<file path="config.mk">
export PLATFORM = sky130hd
export DESIGN_NAME = external_bus_pin_mux
export DESIGN_NICKNAME = d
export VERILOG_FILES = /design/src/logic/pin_mux_pkg.sv /design/src/logic/external_bus_pin_mux.sv /design/src/logic/gp_port.sv /design/src/logic/pin_sync.sv
export SDC_FILE = /design/constraint.sdc
export NUM_CORES = 1
export LEC_CHECK = 0
export BUFFER_PORTS_ARGS = -buffer_cell sky130_fd_sc_hd__buf_4
export CORE_MARGIN = 1.5
export CORE_UTILIZATION = 45
export DETAILED_ROUTE_END_ITERATION = 10
export PLACE_DENSITY = 0.77
export SLEW_MARGIN = 20
export SYNTH_ARGS = -nofsm -noshare
export SYNTH_HDL_FRONTEND = slang
export SYNTH_SLANG_ARGS = --single-unit
</file>
<file path="constraint.sdc">
create_clock -name clk -period 2.5 [get_ports clk]
set_input_delay 0.125 -clock clk [delete_from_list [all_inputs] [get_ports clk]]
set_output_delay 0.125 -clock clk [all_outputs]
set_load 0.02 [all_outputs]
</file>
<file path="src/logic/pin_mux_pkg.sv">
// Package of constants shared by the external bus pin multiplexer.
package pin_mux_pkg;

	// ****************************************************************
	// Port geometry
	// ****************************************************************
	localparam int PORT_WIDTH  = 8;
	localparam int PORT_COUNT  = 9;
	localparam int SYNC_STAGES = 3;

	// ****************************************************************
	// Reset values
	// ****************************************************************
	localparam logic [7:0] DIR_RESET  = 8'h00;
	localparam logic [7:0] DATA_RESET = 8'h00;

	// ****************************************************************
	// Field positions on the control port, port four and port seven
	// ****************************************************************
	localparam int CTL_RW    = 0;
	localparam int CTL_BHE   = 1;
	localparam int CTL_ALE   = 2;
	localparam int CTL_HOLD_ACKNOWLEDGE  = 3;
	localparam int P4_HOLD   = 0;
	localparam int P4_READY  = 1;
	localparam int P4_CLKOUT = 2;
	localparam int P7_TRIG   = 7;

	// ****************************************************************
	// Timing counts
	// ****************************************************************
	localparam int CLK_DIVIDE = 2;

	// ****************************************************************
	// Processor modes
	// ****************************************************************
	typedef enum logic [1:0] {
		MODE_SINGLE    = 2'b00,
		MODE_EXPANSION = 2'b01,
		MODE_MICRO     = 2'b10
	} proc_mode_type;

endpackage

</file>
<file path="src/logic/external_bus_pin_mux.sv">
// Pin multiplexer for general ports and the external address/data bus.
`timescale 1ns/1ps
module external_bus_pin_mux
	import pin_mux_pkg::*;
(
	// Clock and reset
	input  wire logic        clk,
	input  wire logic        rst_n,
	// Mode straps and select
	input  wire logic        processor_mode_strap,
	input  wire logic        micro_mode_sel,
	input  wire logic        bus_width_pin,
	input  wire logic        clkout_enable,
	// Core port register access
	input  wire logic [3:0]  port_sel,
	input  wire logic        data_we,
	input  wire logic        dir_we,
	input  wire logic [7:0]  port_wdata,
	output logic      [7:0]  port_rdata,
	// Core bus cycle request
	input  wire logic        bus_req,
	input  wire logic        bus_write,
	input  wire logic        bus_word,
	input  wire logic [23:0] bus_addr,
	input  wire logic [15:0] bus_wdata,
	output logic             bus_done,
	output logic      [15:0] bus_rdata,
	output logic             hold_granted,
	output logic             bus_is_8bit,
	// Peripheral alternate functions
	input  wire logic [3:0]  timer_a_out,
	input  wire logic [3:0]  timer_a_oe,
	input  wire logic [7:0]  uart_out,
	input  wire logic [7:0]  uart_oe,
	output logic      [7:0]  port_five_in,
	output logic      [7:0]  port_six_in,
	output logic      [7:0]  analog_channel_inputs,
	output logic             convert_trigger,
	output logic      [7:0]  port_eight_in,
	// Bus enable strobe pin
	output logic             bus_enable_n,
	// Port pins
	input  wire logic [71:0] pin_in,
	output logic      [71:0] pin_out,
	output logic      [71:0] pin_oe
);

	// ****************************************************************
	// Mode decode
	// ****************************************************************
	proc_mode_type mode_r;
	logic          bus_mode;
	logic          wide_bus;
	logic [71:0]   pin_sync_lvl;
	logic [71:0]   data_all;
	logic [71:0]   dir_all;
	logic [8:0]    data_we_v;
	logic [8:0]    dir_we_v;

	// The strap is caught once after reset release, never under reset.
	logic strap_caught_r;
	always_ff @(posedge clk or negedge rst_n) begin
		if (!rst_n) begin
			mode_r         <= MODE_SINGLE;
			strap_caught_r <= 1'b0;
		end else if (!strap_caught_r) begin
			strap_caught_r <= 1'b1;
			mode_r <= !processor_mode_strap ? MODE_SINGLE :
				(micro_mode_sel ? MODE_MICRO : MODE_EXPANSION);
		end
	end

	assign bus_mode    = (mode_r != MODE_SINGLE);
	assign wide_bus    = bus_mode & ~bus_width_pin;
	assign bus_is_8bit = bus_mode & bus_width_pin;

	// ****************************************************************
	// General ports
	// ****************************************************************
	genvar g;
	generate
		for (g = 0; g < PORT_COUNT; g++) begin : gen_port
			assign data_we_v[g] = data_we & (port_sel == 4'(g));
			assign dir_we_v[g]  = dir_we & (port_sel == 4'(g));
			gp_port #(.WIDTH(PORT_WIDTH)) u_port (
				.clk    (clk),
				.rst_n  (rst_n),
				.data_we(data_we_v[g]),
				.dir_we (dir_we_v[g]),
				.wdata  (port_wdata),
				.data_r (data_all[g*8 +: 8]),
				.dir_r  (dir_all[g*8 +: 8])
			);
		end
	endgenerate

	pin_sync #(.WIDTH(72)) u_sync (
		.clk   (clk),
		.rst_n (rst_n),
		.pin_in(pin_in),
		.level (pin_sync_lvl)
	);

	// Input pins read the pin level, output pins read the latch.
	logic [7:0] rd_pin;
	logic [7:0] rd_dat;
	logic [7:0] rd_dir;
	assign rd_pin = (port_sel < 4'(PORT_COUNT)) ?
		pin_sync_lvl[port_sel*8 +: 8] : 8'h00;
	assign rd_dat = (port_sel < 4'(PORT_COUNT)) ?
		data_all[port_sel*8 +: 8] : 8'h00;
	assign rd_dir = (port_sel < 4'(PORT_COUNT)) ?
		dir_all[port_sel*8 +: 8] : 8'h00;

	always_ff @(posedge clk or negedge rst_n) begin
		if (!rst_n) begin
			port_rdata <= 8'h00;
		end else begin
			port_rdata <= (rd_dat & rd_dir) | (rd_pin & ~rd_dir);
		end
	end

	// ****************************************************************
	// Clock output divider
	// ****************************************************************
	logic clk_div_r;
	logic clkout_on;
	always_ff @(posedge clk or negedge rst_n) begin
		if (!rst_n) begin
			clk_div_r <= 1'b0;
		end else begin
			clk_div_r <= ~clk_div_r;
		end
	end
	assign clkout_on = (mode_r == MODE_MICRO) | clkout_enable;

	// ****************************************************************
	// External bus cycle sequencer
	// ****************************************************************
	typedef enum logic [2:0] {
		BS_IDLE  = 3'b000,
		BS_ADDR  = 3'b001,
		BS_LATCH = 3'b010,
		BS_DATA  = 3'b011,
		BS_END   = 3'b100,
		BS_HOLD  = 3'b101
	} bus_state_type;

	bus_state_type state_r;
	bus_state_type state_nxt;
	logic          hold_req;
	logic          ready_in;
	logic [23:0]   addr_r;
	logic [15:0]   wdat_r;
	logic          write_r;
	logic          word_r;
	logic          ale_r;

	assign hold_req = bus_mode & pin_sync_lvl[32 + P4_HOLD];
	assign ready_in = ~bus_mode | pin_sync_lvl[32 + P4_READY];

	always_comb begin
		state_nxt = state_r;
		case (state_r)
			BS_IDLE: begin
				if (hold_req) begin
					state_nxt = BS_HOLD;
				end else if (bus_req & bus_mode) begin
					state_nxt = BS_ADDR;
				end
			end
			BS_ADDR:  state_nxt = BS_LATCH;
			BS_LATCH: state_nxt = BS_DATA;
			BS_DATA: begin
				if (ready_in) begin
					state_nxt = BS_END;
				end
			end
			BS_END:   state_nxt = BS_IDLE;
			BS_HOLD: begin
				if (!hold_req) begin
					state_nxt = BS_IDLE;
				end
			end
			default:  state_nxt = BS_IDLE;
		endcase
	end

	always_ff @(posedge clk or negedge rst_n) begin
		if (!rst_n) begin
			state_r <= BS_IDLE;
			addr_r  <= 24'h00_0000;
			wdat_r  <= 16'h0000;
			write_r <= 1'b0;
			word_r  <= 1'b0;
			ale_r   <= 1'b0;
		end else begin
			state_r <= state_nxt;
			ale_r   <= (state_nxt == BS_ADDR);
			if (state_r == BS_IDLE && state_nxt == BS_ADDR) begin
				addr_r  <= bus_addr;
				wdat_r  <= bus_wdata;
				write_r <= bus_write;
				word_r  <= bus_word & wide_bus;
			end
		end
	end

	// Strobe is low only for the data phase of a cycle.
	assign bus_enable_n = ~(state_r == BS_DATA);
	assign bus_done     = (state_r == BS_END);
	assign hold_granted = (state_r == BS_HOLD);

	// Read data are taken as the data phase ends.
	// The memory answers our own strobe, so the data lines skip the filter.
	logic [15:0] rdat_r;
	always_ff @(posedge clk or negedge rst_n) begin
		if (!rst_n) begin
			rdat_r <= 16'h0000;
		end else if (state_r == BS_DATA && ready_in && !write_r) begin
			rdat_r[7:0]  <= pin_in[23:16];
			rdat_r[15:8] <= wide_bus ? pin_in[15:8] : 8'h00;
		end
	end
	assign bus_rdata = rdat_r;

	// ****************************************************************
	// Pin drive selection
	// ****************************************************************
	logic        in_data;
	logic        in_cycle;
	logic        drv_bus;
	logic [7:0]  p1_out;
	logic [7:0]  p2_out;
	logic        p1_oe;
	logic        p2_oe;
	logic [7:0]  ctl_bits;

	assign in_data = (state_r == BS_DATA);
	assign in_cycle = ~(state_r == BS_IDLE | hold_granted);
	assign drv_bus = bus_mode & ~hold_granted;
	assign p1_out  = (wide_bus & in_data) ? wdat_r[15:8] : addr_r[15:8];
	assign p1_oe   = drv_bus & ~(wide_bus & in_data & ~write_r);
	assign p2_out  = in_data ? wdat_r[7:0] : addr_r[23:16];
	assign p2_oe   = drv_bus & ~(in_data & ~write_r);

	always_comb begin
		ctl_bits           = 8'h00;
		ctl_bits[CTL_RW]   = ~write_r;
		ctl_bits[CTL_BHE]  = ~(word_r & in_cycle);
		ctl_bits[CTL_ALE]  = ale_r;
		ctl_bits[CTL_HOLD_ACKNOWLEDGE] = ~hold_granted;
	end

	logic [7:0] p4_out;
	logic [7:0] p4_oe;
	logic [7:0] p5_out;
	logic [7:0] p5_oe;
	logic [7:0] p8_out;
	logic [7:0] p8_oe;
	always_comb begin
		p4_out = data_all[39:32];
		p4_oe  = dir_all[39:32];
		if (bus_mode) begin
			p4_oe[P4_HOLD]  = 1'b0;
			p4_oe[P4_READY] = 1'b0;
		end
		if (clkout_on) begin
			p4_out[P4_CLKOUT] = clk_div_r;
			p4_oe[P4_CLKOUT]  = 1'b1;
		end
		p5_out = data_all[47:40];
		p5_oe  = dir_all[47:40];
		p5_out[3:0] = (timer_a_oe & timer_a_out) |
			(~timer_a_oe & data_all[43:40]);
		p5_oe[3:0]  = timer_a_oe | dir_all[43:40];
		p8_out = (uart_oe & uart_out) | (~uart_oe & data_all[71:64]);
		p8_oe  = uart_oe | dir_all[71:64];
	end

	assign pin_out[7:0]   = bus_mode ? addr_r[7:0] : data_all[7:0];
	assign pin_oe[7:0]    = drv_bus ? 8'hFF : dir_all[7:0];
	assign pin_out[15:8]  = bus_mode ? p1_out : data_all[15:8];
	assign pin_oe[15:8]   = bus_mode ? {8{p1_oe}} : dir_all[15:8];
	assign pin_out[23:16] = bus_mode ? p2_out : data_all[23:16];
	assign pin_oe[23:16]  = bus_mode ? {8{p2_oe}} : dir_all[23:16];
	assign pin_out[31:24] = bus_mode ? ctl_bits : data_all[31:24];
	assign pin_oe[31:24]  = bus_mode ? 8'h0F : dir_all[31:24];
	assign pin_out[39:32] = p4_out;
	assign pin_oe[39:32]  = p4_oe;
	assign pin_out[47:40] = p5_out;
	assign pin_oe[47:40]  = p5_oe;
	assign pin_out[63:48] = data_all[63:48];
	assign pin_oe[63:48]  = dir_all[63:48];
	assign pin_out[71:64] = p8_out;
	assign pin_oe[71:64]  = p8_oe;

	// Alternate inputs see the filtered pin levels.
	assign port_five_in          = pin_sync_lvl[47:40];
	assign port_six_in           = pin_sync_lvl[55:48];
	assign analog_channel_inputs = pin_sync_lvl[63:56];
	assign convert_trigger       = pin_sync_lvl[56 + P7_TRIG];
	assign port_eight_in         = pin_sync_lvl[71:64];
endmodule

</file>
<file path="src/logic/gp_port.sv">
// One general 8-bit bidirectional port with data and direction registers.
`timescale 1ns/1ps
module gp_port
	import pin_mux_pkg::*;
#(
	parameter int WIDTH = PORT_WIDTH
) (
	// Clock and reset
	input  wire logic             clk,
	input  wire logic             rst_n,
	// Core access
	input  wire logic             data_we,
	input  wire logic             dir_we,
	input  wire logic [WIDTH-1:0] wdata,
	output logic      [WIDTH-1:0] data_r,
	output logic      [WIDTH-1:0] dir_r
);

	// The core writes one byte per port, so other widths are refused.
	if (WIDTH != PORT_WIDTH) begin : gen_bad_width
		$error("gp_port width must be eight");
	end

	always_ff @(posedge clk or negedge rst_n) begin
		if (!rst_n) begin
			data_r <= DATA_RESET;
			dir_r  <= DIR_RESET;
		end else begin
			if (data_we) begin
				data_r <= wdata;
			end
			if (dir_we) begin
				dir_r <= wdata;
			end
		end
	end

endmodule

</file>
<file path="src/logic/pin_sync.sv">
// Three-stage synchroniser with agreement filter for pin inputs.
`timescale 1ns/1ps
module pin_sync
	import pin_mux_pkg::*;
#(
	parameter int WIDTH = 8
) (
	// Clock and reset
	input  wire logic             clk,
	input  wire logic             rst_n,
	// Pin sample and filtered result
	input  wire logic [WIDTH-1:0] pin_in,
	output logic      [WIDTH-1:0] level
);

	logic [WIDTH-1:0] s1_r;
	logic [WIDTH-1:0] s2_r;
	logic [WIDTH-1:0] s3_r;
	logic [WIDTH-1:0] level_nxt;

	if (WIDTH < 1) begin : gen_bad_width
		$error("pin_sync needs at least one bit");
	end

	// A bit changes only once stages two and three agree.
	assign level_nxt = (s2_r & s3_r) | (level & (s2_r | s3_r));

	always_ff @(posedge clk or negedge rst_n) begin
		if (!rst_n) begin
			s1_r  <= '0;
			s2_r  <= '0;
			s3_r  <= '0;
			level <= '0;
		end else begin
			s1_r  <= pin_in;
			s2_r  <= s1_r;
			s3_r  <= s2_r;
			level <= level_nxt;
		end
	end

endmodule

</file>
# Yosys cells after proc, flatten, opt, wreduce, memory -nomap -nowiden

Index checks and enable logic that the tools add are counted.

Muxes and demuxes: 24
Eq/ne operators: 15
Reduce and logical (&&, ||, !) cells: 7
Magnitude comparators: 1
Shifts and indexed selects: 3
Bitwise operators: 61

Operators by type and width:

| kind                 | count |
|---|---|
| $shiftx A72 B8 Y8    | 3 |
| $and A72 B72 Y72     | 2 |
| $or A72 B72 Y72      | 2 |
| $mux W8              | 14 |
| $and A8 B8 Y8        | 4 |
| $and A1 B1 Y1        | 30 |
| $or A8 B8 Y8         | 3 |
| $eq A4 B3 Y1 const B | 4 |
| $not A8 Y8           | 2 |
| $pmux W3 S5          | 1 |
| $mux W3              | 4 |
| $not A1 Y1           | 10 |
| $and A4 B4 Y4        | 2 |
| $eq A4 B2 Y1 const B | 2 |
| $or A4 B4 Y4         | 2 |
| $eq A3 B1 Y1 const B | 2 |
| $eq A3 B2 Y1 const B | 2 |
| $eq A3 B3 Y1 const B | 2 |
| $mux W2              | 3 |
| $eq A4 B1 Y1 const B | 1 |
| $eq A4 B4 Y1 const B | 1 |
| $logic_not A4 Y1     | 1 |
| $lt A4 B4 Y1 const B | 1 |
| $not A4 Y4           | 1 |
| 7 further kinds      | 12 |

Register bits after elaboration: 506

# Depth between registers and ports, before layout

Word-level depth: 7
Gate-level depth with buffers: 9

# Hierarchy

A second synthesis with hierarchy kept.

Cell total of the unflattened synthesis: 1,335
Area total of the unflattened synthesis: 20,221.9 um^2

Modules (own cells, without submodules):

| module               | instances | cells each | area an instance (um^2) | sequential area each (um^2) |
|---|---|---|---|---|
| pin_sync             | 1         | 360        | 8,017.7                 | 7,206.9 |
| external_bus_pin_mux | 1         | 669        | 6,236.0                 | 1,851.8 |
| gp_port              | 9         | 34         | 663.1                   | 400.4 |

# Least setup slack after synthesis

Ideal clock, no wire load.

Kind: flip-flop to flip-flop
Start: register state_r[1]
End: register addr_r[0]
Arrival time: 1.740 ns
Path buffers: 3
Slack: 0.634 ns
Library setup time: 0.125 ns
Cell stages (with the launch flop): 9
Clock period less this slack: 1.866 ns
Path through: dfrtp_1 buf_2 nor2_2 a31oi_1 o32ai_2 o211a_1 buf_6 buf_12 mux2_4

RTL lines:

| what                                       | RTL line                    | text |
|---|---|---|
| from (decl)                                | external_bus_pin_mux.sv:149 | `bus_state_type state_r;` |
| from (signal assigned)                     | external_bus_pin_mux.sv:198 | `state_r <= state_nxt;` |
| $eq A3 B3 Y1, or another cell as far along | external_bus_pin_mux.sv:164 | `case (state_r)` |
| $pmux W3 S5 (*)                            | external_bus_pin_mux.sv:164 |  |
| named net state_nxt[0]                     | external_bus_pin_mux.sv:150 | `bus_state_type state_nxt;` |
| $eq A3 B1 Y1 (*)                           | external_bus_pin_mux.sv:200 | `if (state_r == BS_IDLE && state_nxt == BS_ADDR) begin` |
| $logic_and A1 B1 Y1 (*)                    | external_bus_pin_mux.sv:200 |  |
| to (signal assigned)                       | external_bus_pin_mux.sv:201 | `addr_r <= bus_addr;` |
| to (decl)                                  | external_bus_pin_mux.sv:153 | `logic [23:0] addr_r;` |

The timed path passes the listed nets; every way through them passes the cells marked *.
A chain may end at the register's enable or synchronous reset.

# Final worst setup path

Start: register state_r[2]
End: output pin_oe[19]

Longest elaborated chain between the ends: 5

RTL lines:

| what                                         | RTL line                                                 | text |
|---|---|---|
| $eq A3 B3 Y1 or $eq A3 B2 Y1 (tied branches) | external_bus_pin_mux.sv:212, external_bus_pin_mux.sv:239 |  |
| $not A1 Y1 or $and A1 B1 Y1 (tied branches)  | external_bus_pin_mux.sv:241, external_bus_pin_mux.sv:245 |  |
| $and A1 B1 Y1 or $not A1 Y1 (tied branches)  | external_bus_pin_mux.sv:241, external_bus_pin_mux.sv:245 |  |
| $and A1 B1 Y1 (*)                            | external_bus_pin_mux.sv:245                              | `assign p2_oe = drv_bus & ~(in_data & ~write_r);` |
| $mux W8 (*)                                  | external_bus_pin_mux.sv:286                              | `assign pin_oe[23:16] = bus_mode ? {8{p2_oe}} : dir_all[23:16];` |
| to (decl)                                    | external_bus_pin_mux.sv:45                               | `output logic [71:0] pin_oe` |

Every way passes the cells marked *; elsewhere a longest branch is shown, timed or not.

==> results.md <==
- CTS root buffer: clkbuf_16
- # nets final: around 2.0k
- Reg2reg end: wdat_r[15]$_DFFE_PN0P_
- Worst-path cell chain: nand2b_1, o21ai_0, a21oi_1, buf_4, a21o_1, buf_4
- RR Startpoint: state_r[0]$_DFF_PN0_
- Row count: between 70 and 80
- Critical path capture point type: output pin
- Final instance area: ~26000 um2
- Status: complete, no violations
- Final setup margin: approximately 0.083 ns
- FF+latch count, synth: a little over 500
- Clk pwr share: 0.325
- Pwr Total: roughly 26000 uW
- Setup TNS: 0 ns
- Unrepaired setup endpoints after global routing: false
- Non-Filler Instances: between 2k and 2.5k
- Sequential share of the synthesized area: 0.632
- Placed inst area: 22900 um2
- Hold worst-path end: state_r[0]$_DFF_PN0_
- H-tree levels: 2
- Critical Path AT: between 2 and 2.5 ns
- Share of cells above drive strength 1: 0.421
- Vias in the first global route: around 14k
- R2R setup slack: between 0.3 and 0.4 ns
- Top post-synthesis cells by area: dfrtp_1, mux2_2, maj3_1, buf_4, mux2_4
- Flop pwr share: 0.417
- Hold crit path type: in -> reg
- Drt first pass iters: 5
- Final hold violation count: 0
- Top-area cell type share of the netlist area: 0.632
- Clock slew at reported path FFs: approximately 0.060 ns
- CP startpoint kind: register
- Leakage power: approximately 0.012 uW
- Global-route wire length before repair: between 80000 and 90000 um
- Place WS: around 0.29 ns
- Async SR Flop Fraction: 1.00
- P&R area growth vs syn: 30.3%
- Synth cell types: 55
- Antenna violations before repair: 1
- Worst Path Required: approximately 2.4 ns
- Number of synthesized flops with an enable pin: 0
- P_int: between 15000 and 20000 uW
- Reg2Reg Depth: 6
- Tot GR Track Use: 0.251
- Via count: around 13k
- Hold Path Stages: 3
- Syn Nets: about 1.5k
- First-iteration detailed-routing DRC count: 994
- Multi-input gate area: between 6000 and 7000 um2
- DIE HEIGHT: roughly 210 um
- Combinational power share: 0.258
- Final Skew: ~0.027 ns
- Worst slew pin tran: 1.13 ns
- Grt ovf: 0
- Sw frac: 0.298
- TritonCTS buffer count: 52
- Antenna diodes: 0
- TritonCTS clock tree: built
- Slew Limit Headroom: 0.246
- Input/output buffers: ~360
- Die W: approximately 210 um
- Clk sinks: about 510
- Min Tclk post-route: around 2.4 ns
- Detail Placement HPWL: between 30000 and 40000 um
- DR WL/cell: about 23 um
- CP max FO: 9
- Vias/cell: around 5.3
- Final setup viols: 0
- Seq. cell area: ~13000 um2
- Max Cap Viol: 0
- PD cells: just under 1000 nW/um2
- Post-route DRC: 0
- Ys flop type: dfrtp_1
- Die Area: between 40000 and 50000 um2
- Crit path kind: reg -> out
- Post-Place Cells: between 2k and 2.5k
- Clock Latency Late Sink: ~0.6 ns
- Max Fclk: 414 MHz
- Slowest CP cell: dfrtp_1
- Clock Path Buffers: 3
- Largest net degree at the start of global routing: between 80 and 90
- Initial core utilization: 0.455
- Antenna Nets Post-Route: 0
- NetSw: approximately 7600 uW
- Io pins: between 300 and 400
- Final WL: around 57000 um
- Hold path start: bus_req
- Floorplan core area: 44000 um2
- Period utilisation layout: 0.967
- Worst path max stage delay: 0.50 ns
- Post-synth top area cell: dfrtp_1
- Placer congestion estimate: approximately 0.97
- Fill cell count: between 3k and 4k
- Most used cell, CP: buf_4
- Avg Inst Size Synth: 14.5 um2
- Pins Over Slew Limit: 0
- Synthesized instance count: ~1.4k
- Yosys warns: 0
- IR drop worst, VDD: ~0.00075 V
- Syn Std Cell Area: between 20000 and 25000 um2
-- critical path: cells and delay by family, from the launching register on --
kind	cells	cell delay, ns
buffers and inverters	2	0.42
AOI/OAI and AO/OA	3	0.54
DFF	1	0.50
and+or+nand+nor	1	0.22
-- per-stage QoR --
step | hold WS, ns | util
final | 0.0414 | 0.593
after global routing | 0.0204 | 0.593
after CTS | 0.00752 | 0.592
after detailed placement | 0.210 | 0.521
after global placement | 0.202 | 0.521
after floorplan | -0.171 | -
-- power groups by stage --
| stage | Sequential [uW] | Clock, uW | Combinational, uW |
|---|---|---|---|
| 2_1_floorplan | 10400 | 0 | 4340 |
| 3_3_place_gp | 10700 | 0 | 6250 |
| 3_5_place_dp | 10800 | 0 | 6360 |
| 4_1_cts | 10600 | 8460 | 6560 |
| 5_1_grt | 10800 | 8800 | 6980 |
| 6_report | 10700 | 8300 | 6600 |
-- worst max path at each step --
| stage | startpoint | endpoint | slack, ns | depth (start not counted) |
|---|---|---|---|---|
| 3_5_place_dp | port_sel[1] | port_rdata[5]$_DFF_PN0_ | 0.29 | 6 |
| 2_1_floorplan | state_r[1]$_DFF_PN0_ | addr_r[0]$_DFFE_PN0P_ | 0.63 | 8 |
| 4_1_cts | mode_r[0]$_DFFE_PN0N_ | pin_oe[11] | 0.002 | 6 |
| 5_1_grt | mode_r[1]$_DFFE_PN0N_ | pin_oe[11] | 0.02 | 5 |
| 6_report | state_r[2]$_DFF_PN0_ | pin_oe[19] | 0.08 | 6 |
| 3_3_place_gp | port_sel[1] | port_rdata[3]$_DFF_PN0_ | 0.39 | 6 |
-- flip-flops by register name, indices dropped and copies added (netlist names) --
register and flops:
wdat_r 16, u_sync.s1_r 72, u_sync.level 72, u_sync.s3_r 72, addr_r 24, mode_r 2
bus_rdata 16, state_r 3, write_r 1, word_r 1, clk_div_r 1, u_sync.s2_r 72
ale_r 1, gen_port.u_port.dir_r 72, port_rdata 8, strap_caught_r 1, gen_port.u_port.data_r 72
-- layer usage --
metal,part of all wire,up-vias,global-route usage
li1,-,5664,-
met1,0.40,6743,0.319
met2,0.50,547,0.423
met3,0.067,121,0.0532
met4,0.033,0,0.0903
met5,0,-,0
-- kinds of logic (layout without fill, tap and decap cells) --
group / after synthesis / after routing / share of synthesized area
other: 1 / 1 / 0.000187
adders and majority gates: 72 / 72 / 0.0360
and+or+nand+nor: 193 / 193 / 0.0465
buffers and inverters: 152 / 636 / 0.0523
AOI/OAI and AO/OA: 151 / 151 / 0.0535
muxes: 305 / 305 / 0.179
xor gates and xnor gates: 1 / 1 / 0.000437
DFF: 506 / 506 / 0.632
-- synthesized netlist by cell type (all sizes together), types with 14 or more instances --
cell type and number:
nand2 100, buf 114, clkbuf 29, maj3 72
o21ai 39, a21o 16, a22oi 15, nor2 28
dfrtp 506, nand2b 14, mux2i 52, or2 15
mux2 247, a21oi 21
-- cell usage in the layout (no fill, tap or decap), types with 12 or more instances in the layout --
master,instances
dfrtp_1,505
buf_4,389
mux2_2,206
dlygate4sd3_1,126
nand2_1,99
maj3_1,72
clkbuf_16,54
mux2i_1,52
mux2_4,41
o21ai_0,38
a21oi_1,21
nor2_1,19
a21o_1,16
or2_2,15
a22oi_1,15
nand2b_1,14
buf_12,12
-- cell type report --
type,instances,area share
Clock inverter,22,0.0126
Clock buffer,75,0.0586
Multi-Input combinational cell,723,0.244
Inverter,9,0.00129
Tap cell,592,0.0284
Sequential cell,506,0.485
Timing Repair Buffer,530,0.171
-- what timing repair did --
item,4_1_cts,5_1_grt
hold buffers,126,0
pin swaps,1,2
endpoints found under the hold margin,344,0
setup buffers,0,3
setup endpoints to repair,22,17
resized for setup,5,3
(Power assumes the default switching activity.)
